--- src/hdl/ch1_clear_pkg.sv ---
// constants, types and helpers shared by the channel 1 clear and rearm control block
package ch1_clear_pkg;

  localparam int DATA_W = 32;
  localparam int ADDR_W = 16;
  localparam int HIST_W = 32;

  // register indices; byte address is four times the index
  localparam logic [13:0] CTRL_INDEX = 14'h2207;
  localparam logic [13:0] STATUS_INDEX = 14'h2220;
  localparam logic [13:0] HISTORY_INDEX = 14'h2221;
  localparam logic [15:0] CTRL_ADDR = {CTRL_INDEX, 2'b00};
  localparam logic [15:0] STATUS_ADDR = {STATUS_INDEX, 2'b00};
  localparam logic [15:0] HISTORY_ADDR = {HISTORY_INDEX, 2'b00};

  // control register bit positions
  localparam int CTRL_REARM_BIT = 0;
  localparam int CTRL_HIST_CLR_BIT = 1;
  localparam int CTRL_RSVD_BIT = 2;
  localparam int CTRL_FAST_CLR_BIT = 3;
  localparam int CTRL_MUTE_CLR_BIT = 4;
  localparam logic [7:0] CTRL_RESET = 8'h00;

  // status register bit positions
  localparam int STAT_MUTED_BIT = 0;
  localparam int STAT_HELD_BIT = 1;
  localparam int STAT_FAST_BIT = 2;
  localparam int STAT_HIST_BIT = 3;
  localparam int STAT_ARMED_BIT = 4;

  // mode field encodings, shared by the autounmute and autosync fields
  localparam logic [1:0] MODE_OFF = 2'h0;
  localparam logic [1:0] MODE_ANALOG_LOCK = 2'h1;
  localparam logic [1:0] MODE_FREQ_LOCK = 2'h2;
  localparam logic [1:0] MODE_PHASE_LOCK = 2'h3;

  typedef enum logic [1:0] {
    MUTE_WAIT = 2'b00,
    MUTE_OPEN = 2'b01,
    MUTE_HELD = 2'b11
  } mute_e;

  // turns a mode field into its qualifying condition
  function automatic logic mode_condition(input logic [1:0] mode, input logic analog_locked,
                                          input logic freq_locked, input logic phase_locked);
    logic met;
    met = 1'b0;
    case (mode)
      MODE_ANALOG_LOCK: met = analog_locked;
      MODE_FREQ_LOCK: met = freq_locked;
      MODE_PHASE_LOCK: met = phase_locked;
      default: met = 1'b0;
    endcase
    return met;
  endfunction

endpackage

--- src/hdl/ch1_sync_if.sv ---
// signals between the register side and the output autosync engine
`timescale 1ns/10ps
`default_nettype none
interface ch1_sync_if;
  logic rearm;
  logic immediate_ok;
  logic condition;
  logic sync_pulse;
  logic armed;
  modport ctrl (output rearm, output immediate_ok, output condition, input sync_pulse, input armed);
  modport engine (input rearm, input immediate_ok, input condition, output sync_pulse, output armed);
endinterface
`default_nettype wire

--- src/hdl/ch1_autosync.sv ---
// one-shot output autosync engine for channel 1
`timescale 1ns/10ps
`default_nettype none
module ch1_autosync
  import ch1_clear_pkg::*;
(
  input wire logic clock,
  input wire logic reset_n,
  input wire logic enable,
  ch1_sync_if.engine sync
);

  // armed out of reset so that the first qualifying condition syncs the outputs
  always_ff @(posedge clock) begin
    if (!reset_n) begin
      sync.armed <= 1'b1;
      sync.sync_pulse <= 1'b0;
    end else if (enable) begin
      sync.sync_pulse <= 1'b0;
      if (sync.rearm && sync.immediate_ok) begin
        sync.sync_pulse <= 1'b1;
        sync.armed <= 1'b0;
      end else if (sync.rearm) begin
        sync.armed <= 1'b1;
      end else if (sync.armed && sync.condition) begin
        sync.sync_pulse <= 1'b1;
        sync.armed <= 1'b0;
      end
    end
  end
endmodule
`default_nettype wire

--- src/hdl/ch1_clear_ctrl.sv ---
// channel 1 clear and rearm control register with its mute, flag and history logic
`timescale 1ns/10ps
`default_nettype none
// Behaviour
// - writing one to control bit 4 lifts the automatic mute held on the channel 1 outputs.
// - after that clear the outputs stay muted until the autounmute mode condition is met again.
// - control bit 3 self-clears and writing one to it clears the fast-acquisition-done flag.
// - writing one to control bit 1 clears the history-available flag and pulses history_clear so the loop drops its accumulations.
// - the readable history word keeps its value until a new average arrives, which sets the flag again.
// - control bit 0 self-clears and writing one to it rearms the output autosync engine.
// - without a rearm the outputs are synced only once, when the autosync condition is first met.
// - after a rearm the outputs resync on the next qualifying autosync event.
// - with autosync mode 01 a rearm syncs at once, provided the analog loop is locked.
module ch1_clear_ctrl
  import ch1_clear_pkg::*;
#(
  parameter int HISTORY_W = HIST_W
) (
  input wire logic clock,
  input wire logic reset_n,
  input wire logic enable,
  input wire logic [ADDR_W-1:0] address,
  input wire logic read,
  input wire logic write,
  input wire logic [DATA_W-1:0] writedata,
  input wire logic [3:0] byteenable,
  output logic [DATA_W-1:0] readdata,
  output logic waitrequest,
  input wire logic automute_request,
  input wire logic [1:0] autounmute_mode,
  input wire logic [1:0] autosync_mode,
  input wire logic channel_one_analog_loop_locked,
  input wire logic channel_one_digital_loop_freq_locked,
  input wire logic channel_one_digital_loop_phase_locked,
  input wire logic fast_acq_done_set,
  input wire logic new_average_valid,
  input wire logic [HISTORY_W-1:0] new_average,
  output logic outputs_muted,
  output logic fast_acq_done,
  output logic history_available,
  output logic history_clear,
  output logic output_sync,
  output logic [HISTORY_W-1:0] history_word
);

  ch1_sync_if sync_link ();

  logic reserved_bit;
  logic accept;
  logic ctrl_write;
  mute_e mute_state;
  mute_e next_mute_state;
  logic unmute_met;

  // a request is served on the edge after waitrequest dropped
  assign accept = enable && (read || write) && !waitrequest;
  assign ctrl_write = accept && write && (address == CTRL_ADDR) && byteenable[0];
  assign unmute_met = mode_condition(autounmute_mode, channel_one_analog_loop_locked,
                                     channel_one_digital_loop_freq_locked,
                                     channel_one_digital_loop_phase_locked);

  // bus handshake: one wait cycle, then a single ready cycle per request
  always_ff @(posedge clock) begin
    if (!reset_n) begin
      waitrequest <= 1'b1;
      readdata <= 32'h00000000;
    end else if (enable) begin
      if (!waitrequest) begin
        waitrequest <= 1'b1;
      end else if (read || write) begin
        waitrequest <= 1'b0;
        readdata <= 32'h00000000;
        if (read && address == CTRL_ADDR) begin
          // action bits and reserved bits 7:5 read zero
          readdata[CTRL_RSVD_BIT] <= reserved_bit;
        end else if (read && address == STATUS_ADDR) begin
          readdata[STAT_MUTED_BIT] <= outputs_muted;
          readdata[STAT_HELD_BIT] <= (mute_state == MUTE_HELD);
          readdata[STAT_FAST_BIT] <= fast_acq_done;
          readdata[STAT_HIST_BIT] <= history_available;
          readdata[STAT_ARMED_BIT] <= sync_link.armed;
        end else if (read && address == HISTORY_ADDR) begin
          readdata[HISTORY_W-1:0] <= history_word;
        end
      end
    end
  end

  // reserved bit 2 is plain storage; bits 7:5 are dropped on write
  always_ff @(posedge clock) begin
    if (!reset_n) begin
      reserved_bit <= CTRL_RESET[CTRL_RSVD_BIT];
    end else if (enable && ctrl_write) begin
      reserved_bit <= writedata[CTRL_RSVD_BIT];
    end
  end

  // mute handling; a fresh automute request outranks a manual clear in the same cycle
  always_comb begin
    next_mute_state = mute_state;
    case (mute_state)
      MUTE_WAIT: begin
        if (automute_request) begin
          next_mute_state = MUTE_HELD;
        end else if (unmute_met) begin
          next_mute_state = MUTE_OPEN;
        end
      end
      MUTE_OPEN: begin
        if (automute_request) begin
          next_mute_state = MUTE_HELD;
        end
      end
      default: next_mute_state = MUTE_HELD;
    endcase
    if (ctrl_write && writedata[CTRL_MUTE_CLR_BIT] && !automute_request) begin
      next_mute_state = MUTE_WAIT;
    end
  end

  always_ff @(posedge clock) begin
    if (!reset_n) begin
      mute_state <= MUTE_WAIT;
      outputs_muted <= 1'b1;
    end else if (enable) begin
      mute_state <= next_mute_state;
      outputs_muted <= (next_mute_state != MUTE_OPEN);
    end
  end

  // fast acquisition done; the loop's set wins over a simultaneous clear
  always_ff @(posedge clock) begin
    if (!reset_n) begin
      fast_acq_done <= 1'b0;
    end else if (enable) begin
      if (fast_acq_done_set) begin
        fast_acq_done <= 1'b1;
      end else if (ctrl_write && writedata[CTRL_FAST_CLR_BIT]) begin
        fast_acq_done <= 1'b0;
      end
    end
  end

  // history: the pulse tells the loop to drop its accumulations, the shown word waits for a new average
  always_ff @(posedge clock) begin
    if (!reset_n) begin
      history_available <= 1'b0;
      history_clear <= 1'b0;
    end else if (enable) begin
      history_clear <= ctrl_write && writedata[CTRL_HIST_CLR_BIT];
      if (new_average_valid) begin
        history_available <= 1'b1;
      end else if (ctrl_write && writedata[CTRL_HIST_CLR_BIT]) begin
        history_available <= 1'b0;
      end
    end
  end

  always_ff @(posedge clock) begin
    if (!reset_n) begin
      history_word <= '0;
    end else if (enable && new_average_valid) begin
      history_word <= new_average;
    end
  end

  // rearm is a one-cycle pulse; lock is sampled with it so the immediate sync uses the lock at the write
  always_ff @(posedge clock) begin
    if (!reset_n) begin
      sync_link.rearm <= 1'b0;
      sync_link.immediate_ok <= 1'b0;
    end else if (enable) begin
      sync_link.rearm <= ctrl_write && writedata[CTRL_REARM_BIT];
      sync_link.immediate_ok <= (autosync_mode == MODE_ANALOG_LOCK) && channel_one_analog_loop_locked;
    end
  end

  assign sync_link.condition = mode_condition(autosync_mode, channel_one_analog_loop_locked,
                                              channel_one_digital_loop_freq_locked,
                                              channel_one_digital_loop_phase_locked);

  ch1_autosync u_autosync (
    .clock(clock),
    .reset_n(reset_n),
    .enable(enable),
    .sync(sync_link.engine)
  );

  always_ff @(posedge clock) begin
    if (!reset_n) begin
      output_sync <= 1'b0;
    end else if (enable) begin
      output_sync <= sync_link.sync_pulse;
    end
  end
endmodule
`default_nettype wire

--- config.mk ---
export PLATFORM = sky130hd
export DESIGN_NAME = ch1_clear_ctrl
export DESIGN_NICKNAME = d
export VERILOG_FILES = /design/src/hdl/ch1_clear_pkg.sv /design/src/hdl/ch1_sync_if.sv /design/src/hdl/ch1_autosync.sv /design/src/hdl/ch1_clear_ctrl.sv
export SDC_FILE = /design/constraint.sdc
export NUM_CORES = 1
export LEC_CHECK = 0
export BUFFER_PORTS_ARGS = -buffer_cell sky130_fd_sc_hd__buf_2
export CAP_MARGIN = 15
export CORE_ASPECT_RATIO = 0.9
export CORE_UTILIZATION = 40
export CTS_CLUSTER_DIAMETER = 150
export DETAILED_ROUTE_END_ITERATION = 8
export HOLD_SLACK_MARGIN = 0.12
export PLACE_DENSITY_LB_ADDON = 0.15
export SLEW_MARGIN = 5
export SYNTH_ARGS = -nofsm -noshare
export SYNTH_HDL_FRONTEND = slang
export SYNTH_HIERARCHICAL = 1
export SYNTH_SLANG_ARGS = --single-unit
--- constraint.sdc ---
create_clock -name clock -period 4.6 [get_ports clock]
set_input_delay 0.92 -clock clock [delete_from_list [all_inputs] [get_ports clock]]
set_output_delay 0.92 -clock clock [all_outputs]
set_load 0.01 [all_outputs]
# After elaboration in Yosys (flattened, before gate mapping)
# Cells that the tools add are included.
dict set report totals {
  reg_bits 77
  inputBits 99
  out_inout_bits 70
  wordCells 80
}
dict set report classes {
  n_eq_ne 12
  n_mux 25
  reduce_logical 29
}
# op count
set op_table {}
lappend op_table {{== test 16 bit, second input constant} 3}
lappend op_table {{two-way mux 32 bit} 1}
lappend op_table {{two-way mux 29 bit} 1}
lappend op_table {{two-way mux 27 bit} 1}
lappend op_table {{logical AND 1 bit} 18}
lappend op_table {{two-way mux 1 bit} 13}
lappend op_table {{== test 2 bit, second input constant} 5}
lappend op_table {{two-way mux 2 bit} 5}
lappend op_table {{== test 2 x 1 -> 1 bit, second input constant} 3}
lappend op_table {{one-hot mux 1 bit (3 select lines)} 2}
lappend op_table {{AND reduction 2 bit} 3}
lappend op_table {{two-way mux 5 bit} 1}
lappend op_table {{one-hot mux 2 bit (2 select lines)} 1}
lappend op_table {{nonzero test 2 bit} 2}
lappend op_table {{AND reduction 3 bit} 1}
lappend op_table {{nonzero test 3 bit} 1}
lappend op_table {{logical NOT 1 bit} 2}
lappend op_table {{logical NOT 2 bit} 1}
lappend op_table {{inequality test 2 x 1 -> 1 bit, second input constant} 1}
lappend op_table {{logical OR 1 bit} 1}

# Logic depth before layout (Yosys ltp)
dict set report logic_depth {
  ltp_word 10
  mapped_depth 6
}

# Modules after synthesis
# Netlist, hierarchy kept.
# module n_inst cells_each area_each_um2
set modules_own_cells {}
lappend modules_own_cells {ch1_clear_ctrl 1 360 2940.3}
lappend modules_own_cells {ch1_autosync 1 10 87.6}

# Least setup slack after synthesis
# No wires, ideal clock.
dict set report synth_path {
  path_type {in2reg}
  startpoint {in address[1]}
  endpoint {reg reserved_bit}
  setup_time_ns 0.072
  t_arrival_ns 2.059
  required_ns 4.528
  path_slack_ns 2.470
  cell_stages 5
  n_path_buf 1
  path_cell_list {or4_4 nor3_2 and2_1 buf_6 mux2i_1}
}
dict set report synth_via {
  elab_chain_len 4
}
# element line
set synth_rtl {}
lappend synth_rtl {{start, declared} ch1_clear_ctrl.sv:22} ;# input wire logic [ADDR_W-1:0] address,
lappend synth_rtl {{== test 16 bit} ch1_clear_ctrl.sv:57} ;# assign ctrl_write = accept && write && (address == CTRL_ADDR) && byteenable[0];
lappend synth_rtl {{logical AND 1 bit (2 in a row)} ch1_clear_ctrl.sv:57}
lappend synth_rtl {{logical AND 1 bit} ch1_clear_ctrl.sv:93} ;# end else if (enable && ctrl_write) begin
lappend synth_rtl {{end signal, assigned} ch1_clear_ctrl.sv:92} ;# reserved_bit <= CTRL_RESET[CTRL_RSVD_BIT];
lappend synth_rtl {{end signal, assigned} ch1_clear_ctrl.sv:94} ;# reserved_bit <= writedata[CTRL_RSVD_BIT];
lappend synth_rtl {{end, declared} ch1_clear_ctrl.sv:48} ;# logic reserved_bit;
# No other way between the ends.
# A chain may end at the register's enable or synchronous reset.

# Final worst setup path
dict set report layout_path {
  startpoint {in enable}
  endpoint {reg readdata[18]}
}
dict set report layout_via {
  elab_chain_len 1
}
# element line
set layout_rtl {}
lappend layout_rtl {{start, declared} ch1_clear_ctrl.sv:21} ;# input wire logic enable,
lappend layout_rtl {{AND reduction 3 bit (no source line)} n/a}
lappend layout_rtl {{end signal, assigned by index} ch1_clear_ctrl.sv:75} ;# readdata[CTRL_RSVD_BIT] <= reserved_bit;
lappend layout_rtl {{end signal, assigned by index} ch1_clear_ctrl.sv:77} ;# readdata[STAT_MUTED_BIT] <= outputs_muted;
lappend layout_rtl {{end signal, assigned by index} ch1_clear_ctrl.sv:78} ;# readdata[STAT_HELD_BIT] <= (mute_state == MUTE_HELD);
lappend layout_rtl {{end, declared} ch1_clear_ctrl.sv:27} ;# output logic [DATA_W-1:0] readdata,
# No other way between the ends.

==> impl_metrics.tcl <==
set metrics [dict create \
    antenna_found_initial 0 \
    required_ns 4.87 \
    synthTopCellsByArea "dfxtp_1 (51%), nand2_1 (13%), a21oi_1 (10%)" \
    core_um2 7180 \
    synthCells 370 \
    cts-htree-levels 3 \
    fin_crit_sh 0.569 \
    p_per_area_nw_per_um2 358 \
    place_congestion 0.745 \
    rows 29 \
    yosysMostFrequentCell "nand2_1" \
    drtIter0Drc 117 \
    synth-edff-count 0 \
    timing.hold.ws_ns 0.448 \
    setup_viol 0 \
    post_drt_via_cell_ratio 5.15 \
    critical_path_class "input pin to register" \
    p_leak_nw 1.71 \
    synth.top_cell.area_share 0.509 \
    dr.pass1.iters 4 \
    ctsHoldBuffers 0 \
    avgSynthCellArea_um2 8.18 \
    fin_skew_ns 0.00890 \
    cts_root_buf "clkbuf_8" \
    pin_count 169 \
    cpMaxStageDelayCell "nor2_2" \
    cts_num_sinks 77 \
    synth_cell_types 37 \
    grt_max_degree 37 \
    path_max_fanout 35 \
    hold_viol_final 0 \
    cts_buffers 9 \
    drive_gt1_frac 0.334 \
    yosysTopAreaCell "dfxtp_1" \
    clock_path_buffers 2 \
    total_power_mw 1.42 \
    hpwl_um 5470 \
    io_buffer_count 138 \
    cp-end-kind "register" \
    dr_total_vias 3036 \
    grt_first_pass_wirelength_um 13700 \
    syn_to_final_growth_pct 31.2 \
    netlist_area_um2 3030 \
    status "finished, final reports clean" \
    drv_slew 0 \
    critPathLaunchType "input pin" \
    yosysWarnings 6 \
    synthFlopType "dfxtp_1" \
    yosysSeqAreaShare 0.509 \
    rsz0062_at_grt "no" \
    max_freq_mhz 382 \
    clk_pin_slew_worst_paths_ns 0.08 \
    peakVddDrop_uv 223 \
    die_h_um 84.5 \
    postRouteAntennaNets 0 \
    cts_tree "yes" \
    cp.arrival_ns 2.89 \
    grtUsageTotal 0.221 \
    n_antenna_cell 0 \
    synth_seq_cells 77 \
    fin_setup_tns_ns 0 \
    layout.cells.non_filler 590 \
    min_period_ns 2.62 \
    final_net_count 592 \
    cp_cell_sequence "buf_2 > o211ai_1 > buf_4 > nor2_2 > buf_4 > nand4_1 > a21oi_1" \
    start_util 0.421 \
    grt_overflow_total 0 \
    die_x_um 93.7 \
    grt_pass1_vias 2871 \
    clk_latency_ns 0.34 \
    relSlewSlack 0.532 \
    cts_resized 0 \
    wl_per_cell_um 14.4 \
    synthTopCellsByCount "nand2_1 (105), dfxtp_1 (77), a21oi_1 (63)" \
    min_path_type "register to register" \
    cpMostUsedCell "buf_4" \
    dieArea_um2 7920 \
    async_reset_ff_frac 0 \
    cp_slowest_stage_delay_ns 0.56 \
    dpl.cell_count 575 \
    maxCapViolCount 0 \
    syn_nets 469 \
    post_cts_buffers 0 \
    tightest_slew_ns 0.702 \
    rrSetupSlack_ns 2.56 \
    routed_wl_um 8470 \
    drcViolationCount 0 \
]
## routing by layer
layer,GRT usage,wire [um],up-vias
met5,0,0,-
met1,0.269,3750,1413
met4,0.0615,102,0
met2,0.367,4020,83
met3,0.0815,600,9
li1,-,-,1531
## cell usage in the layout, fill, tap and decap left out, types with 2 or more instances in the layout
cell type,n
buf_2,138
nand2_1,105
dfxtp_1,77
a21oi_1,63
nand4_1,27
clkbuf_8,9
o21ai_0,7
nor2_1,7
buf_4,6
mux2_2,4
nand3b_1,4
a32oi_1,4
and2_1,3
nor4b_1,3
nand4b_1,3
mux2i_1,3
nor2b_1,3
a31oi_1,3
bufinv_16,3
a311oi_1,2
o21ai_1,2
inv_1,2
clkbuf_1,2
## power breakdown
group,leakage [nW],internal [mW],switching (mW)
Combinational,0.978,0.0543,0.0772
Clock,0.110,0.358,0.234
Sequential,0.626,0.684,0.0139
## worst max-delay path: cells and delay by family
family                 cells  cell delay, ns
AO/OA/AOI/OAI              2            0.34
buffers and inverters      3            0.93
AND/OR/NAND/NOR            2            0.68
## final cells by class
class	instances	area, um2
clock buffer	11	131
clock inverter	4	97.6
fill	703	3210
inverter	3	11.3
multi-input combinational	258	1340
sequential	77	1540
tap	93	116
timing repair buffer	144	736
## metrics by stage
stage | cell area, um2 | utilization | worst slack [ns]
after floorplan | 3030 | - | 2.47
after global placement | 3740 | 0.521 | 1.68
final | 3970 | 0.553 | 1.98
after global routing | 3970 | 0.553 | 1.82
after detailed placement | 3740 | 0.521 | 1.63
after CTS | 3970 | 0.553 | 1.98
## cells by family after synthesis
family	share of synthesized area
compound gates	0.159
simple gates	0.254
mux	0.0285
buf+inv	0.0496
flops	0.509
## sequential cells by signal (all words and copies together), names as in the netlist
signal                      cells
mute_state                      2
waitrequest                     1
history_word                   32
u_autosync/sync.armed           1
sync_link.immediate_ok          1
fast_acq_done                   1
output_sync                     1
u_autosync/sync.sync_pulse      1
reserved_bit                    1
history_available               1
outputs_muted                   1
readdata                       32
history_clear                   1
sync_link.rearm                 1
## worst paths after layout
| check | from | endpoint | depth (start not counted) |
|---|---|---|---|
| min | readdata[24]$_SDFFE_PN0P_ | readdata[24]$_SDFFE_PN0P_ | 2 |
| max | enable | readdata[18]$_SDFFE_PN0P_ | 7 |
| min reg2reg | readdata[24]$_SDFFE_PN0P_ | readdata[24]$_SDFFE_PN0P_ | 2 |
| max reg2reg | waitrequest$_SDFFE_PN1P_ | readdata[18]$_SDFFE_PN0P_ | 6 |
(Power assumes the default switching activity.)
